--- config.mk ---
export PLATFORM = sky130hd
export DESIGN_NAME = tlsc_top
export DESIGN_NICKNAME = d
export VERILOG_FILES = /design/src/logic/tlsc_pkg.sv /design/src/logic/tlsc_top.sv /design/src/logic/tlsc_profile.sv
export SDC_FILE = /design/constraint.sdc
export NUM_CORES = 2
export LEC_CHECK = 0
export BUFFER_PORTS_ARGS = -buffer_cell sky130_fd_sc_hd__buf_4
export CORE_MARGIN = 2
export CORE_UTILIZATION = 37
export CTS_BUF_LIST = sky130_fd_sc_hd__clkbuf_16
export CTS_CLUSTER_DIAMETER = 60
export DETAILED_ROUTE_END_ITERATION = 12
export REMOVE_ABC_BUFFERS = 1
export SLEW_MARGIN = 20
export SYNTH_ARGS = -nofsm -noshare
export SYNTH_HDL_FRONTEND = slang
export SYNTH_SLANG_ARGS = --single-unit
--- constraint.sdc ---
create_clock -name pclk -period 7.26 [get_ports pclk]
set_input_delay 0 -clock pclk [delete_from_list [all_inputs] [get_ports pclk]]
set_output_delay 0 -clock pclk [all_outputs]
set_load 0.005 [all_outputs]
--- src/logic/tlsc_pkg.sv ---
// Constants shared by the trajectory load and stop control block
package tlsc_pkg;

  // ----------------------------------------------------------------
  // Command codes
  // ----------------------------------------------------------------
  localparam logic [7:0] LOAD_TRAJECTORY_CMD = 8'h1F;
  localparam logic [7:0] START_MOTION_CMD = 8'h01;

  // ----------------------------------------------------------------
  // Register byte addresses
  // ----------------------------------------------------------------
  localparam int ADDR_W = 12;
  localparam logic [11:0] ADDR_CMD = 12'h000;
  localparam logic [11:0] ADDR_DATA = 12'h004;
  localparam logic [11:0] ADDR_STATUS = 12'h008;
  localparam logic [11:0] ADDR_CTRL = 12'h00C;
  localparam logic [11:0] ADDR_DES_POS = 12'h010;
  localparam logic [11:0] ADDR_TGT_POS = 12'h014;

  // ----------------------------------------------------------------
  // Control word fields, high_byte then low_byte
  // ----------------------------------------------------------------
  localparam int CW_MOTOR_OFF = 8;
  localparam int CW_ABRUPT = 9;
  localparam int CW_SMOOTH = 10;
  localparam int CW_FORWARD = 11;
  localparam int CW_VEL_MODE = 12;
  localparam int CW_STOP_LSB = 8;
  localparam int CW_POS_REL = 0;
  localparam int CW_POS_LD = 1;
  localparam int CW_VEL_REL = 2;
  localparam int CW_VEL_LD = 3;
  localparam int CW_ACC_REL = 4;
  localparam int CW_ACC_LD = 5;

  // Stop mode vector bit positions
  localparam int STOP_OFF = 0;
  localparam int STOP_ABRUPT = 1;
  localparam int STOP_SMOOTH = 2;

  // Parameter slots, in load order acc, vel, pos
  localparam int PAR_POS = 0;
  localparam int PAR_VEL = 1;
  localparam int PAR_ACC = 2;
  localparam int NUM_PAR = 3;

  // ----------------------------------------------------------------
  // Status bits
  // ----------------------------------------------------------------
  localparam int ST_BUSY = 0;
  localparam int ST_MOVING = 1;
  localparam int ST_MOTOR_OFF = 2;
  localparam int ST_LOADING = 3;

  // ----------------------------------------------------------------
  // Drive and timing
  // ----------------------------------------------------------------
  localparam int DRIVE_W = 12;
  localparam logic [11:0] DRIVE_ZERO_CODE = 12'h800;
  localparam int CLK_PERIOD_NS = 20;
  localparam int BUSY_TIME_NS = 100;
  localparam int BUSY_CYCLES = (BUSY_TIME_NS + CLK_PERIOD_NS - 1) / CLK_PERIOD_NS;
  localparam int SAMPLE_CLKS = 2048;

  typedef enum logic [2:0] {
    TLSC_LD_IDLE = 3'b001,
    TLSC_LD_CTRL = 3'b010,
    TLSC_LD_PARAM = 3'b100
  } tlsc_ld_e;

endpackage : tlsc_pkg

--- src/logic/tlsc_top.sv ---
// Trajectory load and stop control with APB register access
//
// What this block does
// - Load command starts taking a control word and parameters into input buffers.
// - Start command copies buffered parameters to working registers and starts motion.
// - Buffered parameters affect nothing until a start command executes.
// - Low byte 0A hex loads velocity and position, both absolute.
// - Each parameter is two words, high first; velocity before position.
// - Low byte 00 hex loads no parameters; old values stay.
// - Position mode ends smoothly and automatically at the trajectory end.
// - Control bits eight to ten pick the stop mode, applied at next start.
// - Bit eight stops by forcing drive to the offset-binary zero code.
// - Bit nine stops abruptly by setting desired position to actual position.
// - Bit ten stops smoothly at the last programmed acceleration.
// - After abrupt or smooth stop the loop holds the resting position.
// - After motor-off stop desired position follows actual position.
// - A start with no new parameters restarts the retained move.
// - High byte holds mode, direction, stop; low byte parameter selection.
// - Any parameter mix loads at once; zero to six words follow.
// - Reset clears trajectory parameters so a bare start holds position.
`timescale 1ns/1ns
module tlsc_top #(
  parameter int SAMPLE_CLKS = tlsc_pkg::SAMPLE_CLKS,
  parameter int POS_W = 32
) (
  // Clock and reset
  input wire logic pclk,
  input wire logic presetn,
  // APB slave
  input wire logic psel,
  input wire logic penable,
  input wire logic pwrite,
  input wire logic [tlsc_pkg::ADDR_W-1:0] paddr,
  input wire logic [31:0] pwdata,
  output logic [31:0] prdata,
  output logic pready,
  output logic pslverr,
  // Servo loop side
  input wire logic [POS_W-1:0] actual_pos,
  input wire logic [tlsc_pkg::DRIVE_W-1:0] pid_drive,
  output logic [tlsc_pkg::DRIVE_W-1:0] motor_drive,
  output logic [POS_W-1:0] desired_pos,
  output logic in_motion
);

  localparam int BUSY_W = $clog2(tlsc_pkg::BUSY_CYCLES + 1);
  localparam int TICK_W = $clog2(SAMPLE_CLKS);
  localparam logic [BUSY_W-1:0] BUSY_LOAD = BUSY_W'(tlsc_pkg::BUSY_CYCLES);
  localparam logic [TICK_W-1:0] TICK_LAST = TICK_W'(SAMPLE_CLKS - 1);

  // ----------------------------------------------------------------
  // Declarations
  // ----------------------------------------------------------------
  logic [31:0] prdata_q, prdata_d, rd_mux;
  logic pready_q, pready_d, pslverr_q, pslverr_d;
  logic addr_ok, acc_wr, cmd_wr, data_wr, busy, word_done;
  logic [BUSY_W-1:0] busy_q, busy_d;
  logic [TICK_W-1:0] tick_q, tick_d;
  logic tick;
  tlsc_pkg::tlsc_ld_e ld_q, ld_d;
  logic byte_lo_q, byte_lo_d, word_lo_q, word_lo_d;
  logic [7:0] high_byte_q, high_byte_d;
  logic [15:0] word;
  logic [15:0] ctrl_q, ctrl_d;
  logic [2:0] pend_q, pend_d, ldflag_q, ldflag_d, rel_q, rel_d;
  logic [1:0] sel;
  logic [POS_W-1:0] buf_q [tlsc_pkg::NUM_PAR];
  logic [POS_W-1:0] buf_d [tlsc_pkg::NUM_PAR];
  logic [POS_W-1:0] work_q [tlsc_pkg::NUM_PAR];
  logic [POS_W-1:0] work_d [tlsc_pkg::NUM_PAR];
  logic start_q, start_d, vel_mode_q, vel_mode_d, fwd_q, fwd_d;
  logic motor_off_q, motor_off_d;
  logic [2:0] stop_q, stop_d;
  logic [tlsc_pkg::DRIVE_W-1:0] drive_q, drive_d;
  logic [POS_W-1:0] prof_pos;
  logic prof_moving;

  // ----------------------------------------------------------------
  // APB slave, zero wait states, answer registered in setup
  // ----------------------------------------------------------------
  always_comb begin
    addr_ok = (paddr == tlsc_pkg::ADDR_CMD) || (paddr == tlsc_pkg::ADDR_DATA) ||
              (paddr == tlsc_pkg::ADDR_STATUS) || (paddr == tlsc_pkg::ADDR_CTRL) ||
              (paddr == tlsc_pkg::ADDR_DES_POS) || (paddr == tlsc_pkg::ADDR_TGT_POS);
    rd_mux = '0;
    unique case (paddr)
      tlsc_pkg::ADDR_STATUS: begin
        rd_mux[tlsc_pkg::ST_BUSY] = busy;
        rd_mux[tlsc_pkg::ST_MOVING] = prof_moving;
        rd_mux[tlsc_pkg::ST_MOTOR_OFF] = motor_off_q;
        rd_mux[tlsc_pkg::ST_LOADING] = (ld_q != tlsc_pkg::TLSC_LD_IDLE);
      end
      tlsc_pkg::ADDR_CTRL: rd_mux[15:0] = ctrl_q;
      tlsc_pkg::ADDR_DES_POS: rd_mux = 32'(prof_pos);
      tlsc_pkg::ADDR_TGT_POS: rd_mux = 32'(work_q[tlsc_pkg::PAR_POS]);
      default: rd_mux = '0;
    endcase
    pready_d = psel && !penable;
    pslverr_d = psel && !penable && !addr_ok;
    prdata_d = (psel && !penable && !pwrite) ? rd_mux : prdata_q;
    acc_wr = psel && penable && pready_q && pwrite && addr_ok;
    // Writes during busy are dropped; software must poll first
    cmd_wr = acc_wr && (paddr == tlsc_pkg::ADDR_CMD) && !busy;
    data_wr = acc_wr && (paddr == tlsc_pkg::ADDR_DATA) && !busy;
  end

  // ----------------------------------------------------------------
  // Busy flag and sample tick
  // ----------------------------------------------------------------
  assign busy = (busy_q != '0);
  assign word_done = data_wr && byte_lo_q;
  assign tick = (tick_q == TICK_LAST);

  always_comb begin
    busy_d = busy ? busy_q - 1'b1 : busy_q;
    if (cmd_wr || word_done) begin
      busy_d = BUSY_LOAD;
    end
    tick_d = tick ? '0 : tick_q + 1'b1;
  end

  // ----------------------------------------------------------------
  // Command and data loader
  // ----------------------------------------------------------------
  always_comb begin
    word = {high_byte_q, pwdata[7:0]};
    sel = pend_q[tlsc_pkg::PAR_ACC] ? 2'(tlsc_pkg::PAR_ACC) :
          pend_q[tlsc_pkg::PAR_VEL] ? 2'(tlsc_pkg::PAR_VEL) : 2'(tlsc_pkg::PAR_POS);
    ld_d = ld_q;
    byte_lo_d = byte_lo_q;
    word_lo_d = word_lo_q;
    high_byte_d = high_byte_q;
    ctrl_d = ctrl_q;
    pend_d = pend_q;
    ldflag_d = ldflag_q;
    rel_d = rel_q;
    buf_d = buf_q;
    start_d = 1'b0;
    if (cmd_wr) begin
      byte_lo_d = 1'b0;
      word_lo_d = 1'b0;
      ld_d = tlsc_pkg::TLSC_LD_IDLE;
      if (pwdata[7:0] == tlsc_pkg::LOAD_TRAJECTORY_CMD) begin
        ld_d = tlsc_pkg::TLSC_LD_CTRL;
      end else if (pwdata[7:0] == tlsc_pkg::START_MOTION_CMD) begin
        start_d = 1'b1;
      end
    end else if (data_wr) begin
      byte_lo_d = !byte_lo_q;
      if (!byte_lo_q) begin
        high_byte_d = pwdata[7:0];
      end
    end
    if (word_done) begin
      unique case (ld_q)
        tlsc_pkg::TLSC_LD_IDLE: begin
        end
        tlsc_pkg::TLSC_LD_CTRL: begin
          ctrl_d = word;
          pend_d[tlsc_pkg::PAR_POS] = word[tlsc_pkg::CW_POS_LD];
          pend_d[tlsc_pkg::PAR_VEL] = word[tlsc_pkg::CW_VEL_LD];
          pend_d[tlsc_pkg::PAR_ACC] = word[tlsc_pkg::CW_ACC_LD];
          rel_d[tlsc_pkg::PAR_POS] = word[tlsc_pkg::CW_POS_REL];
          rel_d[tlsc_pkg::PAR_VEL] = word[tlsc_pkg::CW_VEL_REL];
          rel_d[tlsc_pkg::PAR_ACC] = word[tlsc_pkg::CW_ACC_REL];
          ldflag_d = '0;
          // Empty selection ends the sequence, buffers untouched
          ld_d = (pend_d == '0) ? tlsc_pkg::TLSC_LD_IDLE : tlsc_pkg::TLSC_LD_PARAM;
          word_lo_d = 1'b0;
        end
        tlsc_pkg::TLSC_LD_PARAM: begin
          if (word_lo_q) begin
            buf_d[sel][15:0] = word;
            pend_d[sel] = 1'b0;
            ldflag_d[sel] = 1'b1;
            if (pend_d == '0) begin
              ld_d = tlsc_pkg::TLSC_LD_IDLE;
            end
          end else begin
            buf_d[sel][POS_W-1:16] = (POS_W - 16)'(word);
          end
          word_lo_d = !word_lo_q;
        end
        default: ld_d = tlsc_pkg::TLSC_LD_IDLE;
      endcase
    end
    if (start_d) begin
      // Stop bits are one-shot so a later start resumes the move
      ctrl_d[tlsc_pkg::CW_SMOOTH:tlsc_pkg::CW_MOTOR_OFF] = '0;
      ldflag_d = '0;
    end
  end

  // ----------------------------------------------------------------
  // Working registers, touched only by a start
  // ----------------------------------------------------------------
  always_comb begin
    work_d = work_q;
    stop_d = stop_q;
    vel_mode_d = vel_mode_q;
    fwd_d = fwd_q;
    motor_off_d = motor_off_q;
    if (start_d) begin
      for (int i = 0; i < tlsc_pkg::NUM_PAR; i++) begin
        if (ldflag_q[i]) begin
          work_d[i] = rel_q[i] ? work_q[i] + buf_q[i] : buf_q[i];
        end
      end
      stop_d = ctrl_q[tlsc_pkg::CW_SMOOTH:tlsc_pkg::CW_STOP_LSB];
      vel_mode_d = ctrl_q[tlsc_pkg::CW_VEL_MODE];
      fwd_d = ctrl_q[tlsc_pkg::CW_FORWARD];
      motor_off_d = ctrl_q[tlsc_pkg::CW_MOTOR_OFF];
    end
    drive_d = motor_off_q ? tlsc_pkg::DRIVE_ZERO_CODE : pid_drive;
  end

  // ----------------------------------------------------------------
  // Registers
  // ----------------------------------------------------------------
  always_ff @(posedge pclk or negedge presetn) begin
    if (!presetn) begin
      prdata_q <= '0;
      pready_q <= 1'b0;
      pslverr_q <= 1'b0;
      busy_q <= '0;
      tick_q <= '0;
      ld_q <= tlsc_pkg::TLSC_LD_IDLE;
      byte_lo_q <= 1'b0;
      word_lo_q <= 1'b0;
      high_byte_q <= '0;
      ctrl_q <= '0;
      pend_q <= '0;
      ldflag_q <= '0;
      rel_q <= '0;
      start_q <= 1'b0;
      stop_q <= '0;
      vel_mode_q <= 1'b0;
      fwd_q <= 1'b0;
      motor_off_q <= 1'b0;
      drive_q <= tlsc_pkg::DRIVE_ZERO_CODE;
      for (int i = 0; i < tlsc_pkg::NUM_PAR; i++) begin
        buf_q[i] <= '0;
        work_q[i] <= '0;
      end
    end else begin
      prdata_q <= prdata_d;
      pready_q <= pready_d;
      pslverr_q <= pslverr_d;
      busy_q <= busy_d;
      tick_q <= tick_d;
      ld_q <= ld_d;
      byte_lo_q <= byte_lo_d;
      word_lo_q <= word_lo_d;
      high_byte_q <= high_byte_d;
      ctrl_q <= ctrl_d;
      pend_q <= pend_d;
      ldflag_q <= ldflag_d;
      rel_q <= rel_d;
      start_q <= start_d;
      stop_q <= stop_d;
      vel_mode_q <= vel_mode_d;
      fwd_q <= fwd_d;
      motor_off_q <= motor_off_d;
      drive_q <= drive_d;
      buf_q <= buf_d;
      work_q <= work_d;
    end
  end

  // ----------------------------------------------------------------
  // Profile generator; start delayed one cycle so working regs settle
  // ----------------------------------------------------------------
  tlsc_profile #(
    .POS_W(POS_W)
  ) u_profile (
    .pclk(pclk),
    .presetn(presetn),
    .tick(tick),
    .start(start_q),
    .stop_mode(stop_q),
    .vel_mode(vel_mode_q),
    .forward(fwd_q),
    .acc(work_q[tlsc_pkg::PAR_ACC]),
    .vmax(work_q[tlsc_pkg::PAR_VEL]),
    .target(work_q[tlsc_pkg::PAR_POS]),
    .actual(actual_pos),
    .desired_pos(prof_pos),
    .moving(prof_moving)
  );

  assign prdata = prdata_q;
  assign pready = pready_q;
  assign pslverr = pslverr_q;
  assign motor_drive = drive_q;
  assign desired_pos = prof_pos;
  assign in_motion = prof_moving;

endmodule : tlsc_top

--- src/logic/tlsc_profile.sv ---
// Profile generator: desired position from working trajectory parameters
`timescale 1ns/1ns
module tlsc_profile #(
  parameter int POS_W = 32
) (
  // Clock and reset
  input wire logic pclk,
  input wire logic presetn,
  // Control from the command section
  input wire logic tick,
  input wire logic start,
  input wire logic [2:0] stop_mode,
  input wire logic vel_mode,
  input wire logic forward,
  input wire logic [POS_W-1:0] acc,
  input wire logic [POS_W-1:0] vmax,
  input wire logic [POS_W-1:0] target,
  input wire logic [POS_W-1:0] actual,
  // Results
  output logic [POS_W-1:0] desired_pos,
  output logic moving
);

  logic [POS_W-1:0] pos_q, pos_d, vel_q, vel_d, brake_q, brake_d, remain;
  logic dir_q, dir_d, run_q, run_d, follow_q, follow_d, decel_q, decel_d;
  logic slowing;

  // ----------------------------------------------------------------
  // Next state
  // ----------------------------------------------------------------
  always_comb begin
    pos_d = pos_q;
    vel_d = vel_q;
    brake_d = brake_q;
    dir_d = dir_q;
    run_d = run_q;
    follow_d = follow_q;
    decel_d = decel_q;
    remain = dir_q ? target - pos_q : pos_q - target;
    slowing = decel_q || (!vel_mode && remain <= brake_q);
    if (start) begin
      if (stop_mode[tlsc_pkg::STOP_OFF]) begin
        follow_d = 1'b1;
        run_d = 1'b0;
        decel_d = 1'b0;
        vel_d = '0;
        brake_d = '0;
      end else if (stop_mode[tlsc_pkg::STOP_ABRUPT]) begin
        pos_d = actual;
        run_d = 1'b0;
        follow_d = 1'b0;
        decel_d = 1'b0;
        vel_d = '0;
        brake_d = '0;
      end else if (stop_mode[tlsc_pkg::STOP_SMOOTH]) begin
        decel_d = run_q;
        follow_d = 1'b0;
      end else begin
        run_d = 1'b1;
        follow_d = 1'b0;
        decel_d = 1'b0;
        brake_d = '0;
        vel_d = '0;
        dir_d = vel_mode ? forward : (target >= pos_q);
      end
    end else if (follow_q) begin
      pos_d = actual;
    end else if (tick && run_q) begin
      if (!vel_mode && !decel_q && remain <= vel_q) begin
        pos_d = target;
        vel_d = '0;
        brake_d = '0;
        run_d = 1'b0;
      end else if (slowing) begin
        // Brake estimate can run short; creep at acc so a move still ends
        vel_d = (vel_q > acc) ? vel_q - acc : (decel_q ? '0 : acc);
        brake_d = (brake_q > vel_q) ? brake_q - vel_q : '0;
        pos_d = dir_q ? pos_q + vel_q : pos_q - vel_q;
        if (decel_q && vel_q == '0) begin
          run_d = 1'b0;
          decel_d = 1'b0;
        end
      end else begin
        vel_d = (vmax - vel_q > acc) ? vel_q + acc : vmax;
        brake_d = brake_q + vel_q;
        pos_d = dir_q ? pos_q + vel_q : pos_q - vel_q;
      end
    end
  end

  // ----------------------------------------------------------------
  // State registers; zero desired position holds home after reset
  // ----------------------------------------------------------------
  always_ff @(posedge pclk or negedge presetn) begin
    if (!presetn) begin
      pos_q <= '0;
      vel_q <= '0;
      brake_q <= '0;
      dir_q <= 1'b0;
      run_q <= 1'b0;
      follow_q <= 1'b0;
      decel_q <= 1'b0;
    end else begin
      pos_q <= pos_d;
      vel_q <= vel_d;
      brake_q <= brake_d;
      dir_q <= dir_d;
      run_q <= run_d;
      follow_q <= follow_d;
      decel_q <= decel_d;
    end
  end

  assign desired_pos = pos_q;
  assign moving = run_q;

endmodule : tlsc_profile

==> run_results.csv <==
group,metric,value,unit
run_status,status,"complete, no violations",
yosys,synth_warnings,0,
yosys,synthTopCellsByCount,"nand2_1, ha_1, a21oi_1",
min_path,hold_path.class,"in2reg",
die,dieArea,103000,µm²
sta,worst_slack,0.394,ns
yosys,synth.area.top_cells,"dfrtp_1, ha_1, a21oi_1",
power,seqPwrFrac,0.417,
die,core.rowCount,116,
power,netSwitchingPower,1.34,mW
power,total_power,5.31,mW
placed_design,port_buffers,147,
routing,wl,133,mm
sta,drv_slew,0,
yosys,yosys.area.top_type,"dfrtp_1",
yosys,synthSimpleGateAreaFrac,0.158,
yosys,ys_types,83,
setup_path,worstSetupPathType,"reg2reg",
finish,multi_input_area,25600,µm²
yosys,synthCells,4534,
yosys,synth_xor_area_frac,0.0646,
die,die_w,321,µm
die,die_h,321,µm
clocking,root_buffer,"clkbuf_16",
placed_design,place_congestion,0.940,
sta,setup_viol,0,
yosys,synth_top_family_by_area,"compound AO/OA/AOI/OAI gates",
global_routing,grt_pass1_wl,200,mm
run,drv_cap,0,
yosys,syn-cell-area,37100,µm²
power,p_clk_frac,0.530,
yosys,synth_flop_cell,"dfrtp_1",
sta,max_freq,146,MHz
placed_design,placed_area,39700,µm²
global_routing,grt_antenna_before_repair,9,
finish,drive_gt1_frac,0.0964,
clocking,htreeDepth,2,
yosys,avgSynthCellArea,8.19,µm²
yosys,muxShareOfSynthArea,0.0603,
global_routing,overflow,0,
routing,wire_per_inst,22.0,µm
sta,slew_headroom,0.159,
sta,worst_slew_pin_slew,1.26,ns
die,boundaryPins,172,
finish,seq_area,9840,µm²
power,switching_share,0.253,
routing,ant_nets,0,
routing,first_pass_iters,6,
die,coreArea,99900,µm²
finish,fillers,10100,
routing,drcViolationCount,0,
global_routing,grt_pass1_vias,32800,
yosys,synth-compound-area-share,0.248,
power,powerDensity,126,nW/µm²
clocking,numCtsBuffers,57,
sta,rsz0062_at_grt,"no",
power,intPower,3.96,mW
yosys,synth_most_common_cell,"nand2_1",
global_routing,track_usage,0.252,
sta,period_share,0.946,
routing,num_vias,34700,
finish,final_area,42300,µm²
finish,area.growth.synth_to_final,13.7,%
yosys,ys_seq_area_frac,0.265,
routing,via_per_inst,5.77,
clocking,clk_latency,0.67,ns
setup_path,end_kind,"flop",
yosys,synthAdderAreaFrac,0.155,
global_routing,grt_max_degree,103,
die,start_util,0.372,
clocking,clk_pin_slew,0.06,ns
sta,finalClockSkew,0.0436,ns
placed_design,hpwl,100,mm
power,peakVddDrop,0.189,mV
clocking,clock-sinks,393,
power,p_comb_frac,0.053,
placed_design,place_ws,0.567,ns
clocking,cts_tree,"built",
sta,fin_crit,6.87,ns
yosys,ys_seq_elements,393,
yosys,async_flop_share,1.00,
clocking,cts_max_path_buffers,3,
setup_path,crit_arrival,7.36,ns
sta,timing.final.hold_violations,0,
finish,final_nets,5219,
setup_path,crit_fanout,27,
routing,drt_iter0_markers,3254,
setup_path,cp-start-kind,"flop",
setup_path,worstPathRequired,7.76,ns
power,p_leak,20.1,nW
yosys,synth_top_area_share,0.263,
yosys,synth_edf_count,0,
-- path summary, 6_finish.rpt --
path                                                        to  cells past startpoint  slack, ns                   start
min in group asynchronous            motor_drive[11]$_DFF_PN1_                      3       0.49                 presetn
worst max-delay path            u_profile.vel_q[1]$_DFFE_PN0P_                     26       0.39  work_q[32]$_DFFE_PN0P_
worst min register to register               fwd_q$_DFFE_PN0P_                      2       0.46       fwd_q$_DFFE_PN0P_
worst max register to register  u_profile.vel_q[1]$_DFFE_PN0P_                     26       0.39  work_q[32]$_DFFE_PN0P_
worst min-delay path                 motor_drive[11]$_DFF_PN1_                      3       0.08           pid_drive[11]
max in group asynchronous               prdata[19]$_DFFE_PN0P_                      5       5.38                 presetn
-- power groups by stage --
stage | Sequential [mW] | Combinational [mW] | Clock [mW]
after global routing | 2.21 | 0.311 | 2.95
after detailed placement | 2.25 | 0.255 | 0
after global placement | 2.25 | 0.252 | 0
after CTS | 2.21 | 0.286 | 2.87
after floorplan | 2.25 | 0.105 | 0
final | 2.21 | 0.282 | 2.81
-- critical path, stage by stage (launching register included) --
cell,delay [ns]
dfrtp_1,0.47
inv_1,0.09
ha_1,0.16
inv_1,0.05
fa_1,0.42
a211oi_1,0.25
o21bai_1,0.14
or4_1,0.46
a221oi_2,0.24
buf_4,0.18
o211ai_1,0.13
nand2_1,0.13
o21ai_1,0.12
o41a_1,0.36
nand4_1,0.14
a31oi_1,0.12
xor2_1,0.16
ha_1,0.29
nand4_1,0.11
nor3_1,0.40
nand3_1,0.18
nor3_1,0.44
nor3_1,0.25
nor2_4,0.63
mux2_2,0.40
o21ai_0,0.26
o22ai_1,0.14
-- state kept, by name, summed over array words and instances (netlist names), 11 cells and up --
name / count
buf_q: 96
work_q: 96
prdata: 32
u_profile.brake_q: 32
u_profile.desired_pos: 32
u_profile.vel_q: 32
ctrl_q: 16
motor_drive: 12
tick_q: 11
-- cell type report --
type | instances | area share
well taps | 1298 | 0.0384
multi-input cells | 3667 | 0.606
diodes | 5 | 0.000296
repair buffers | 280 | 0.0546
clock buffers | 57 | 0.0338
clock inverters | 49 | 0.0101
flip-flops and latches | 393 | 0.233
inverters | 272 | 0.0242
-- stage by stage --
step	utilization	hold WS (ns)	instances	setup TNS, ns
6_report	0.423	0.0794	6021	0
5_1_grt	0.423	0.0723	6018	0
4_1_cts	0.423	0.0546	6016	0
3_5_place_dp	0.398	0.0404	5845	0
3_3_place_gp	0.398	0.0382	5845	0
2_1_floorplan	-	-0.296	4332	-6.36
-- layer usage --
metal | wire [µm] | vias up | GRT usage
met5 | 8 | - | 0
met4 | 5450 | 2 | 0.0951
met3 | 8870 | 241 | 0.0351
met2 | 58600 | 1125 | 0.398
met1 | 59700 | 16700 | 0.350
li1 | - | 16700 | -
-- cell families after synthesis --
logic type	after synthesis
AOI/OAI and AO/OA	1457
xor gates and xnor gates	274
adders and majority gates	455
buffers and inverters	474
DFF	393
muxes	212
and+or+nand+nor	1269
-- placed cells by master, fill, tap and decap left out, drive strengths merged, types with 17 or more instances in the layout --
cell type / Yosys / layout
nand2b: 43 / 43
xor2: 89 / 89
mux2i: 117 / 117
and3: 33 / 33
nand3: 58 / 58
nand4: 57 / 57
and2: 17 / 17
a221oi: 17 / 17
a211oi: 53 / 53
o211ai: 39 / 39
clkbuf: 169 / 57
o21a: 38 / 38
nor4: 18 / 18
a21boi: 17 / 17
mux2: 95 / 95
a22oi: 26 / 26
o21bai: 57 / 57
o22ai: 50 / 50
xnor2: 185 / 185
inv: 269 / 293
or3: 29 / 29
ha: 444 / 444
nor2b: 72 / 72
or2: 19 / 19
a21oi: 425 / 425
a211o: 18 / 18
dlygate4sd3: 0 / 64
nor2: 314 / 314
nand2: 476 / 476
dfrtp: 391 / 391
o21ai: 337 / 337
a31oi: 48 / 48
clkinv: 3 / 17
nor3: 92 / 92
buf: 33 / 216
o31ai: 42 / 42
a21o: 144 / 144
o31a: 20 / 20
-- timing repair --
action / CTS / global route
setup endpoints to repair: 0 / 26
hold endpoints to repair: 220 / 0
setup buffers: 0 / 0
hold buffers: 65 / 0
resized for setup: 0 / 2
Power figures use the tool's default switching activity.
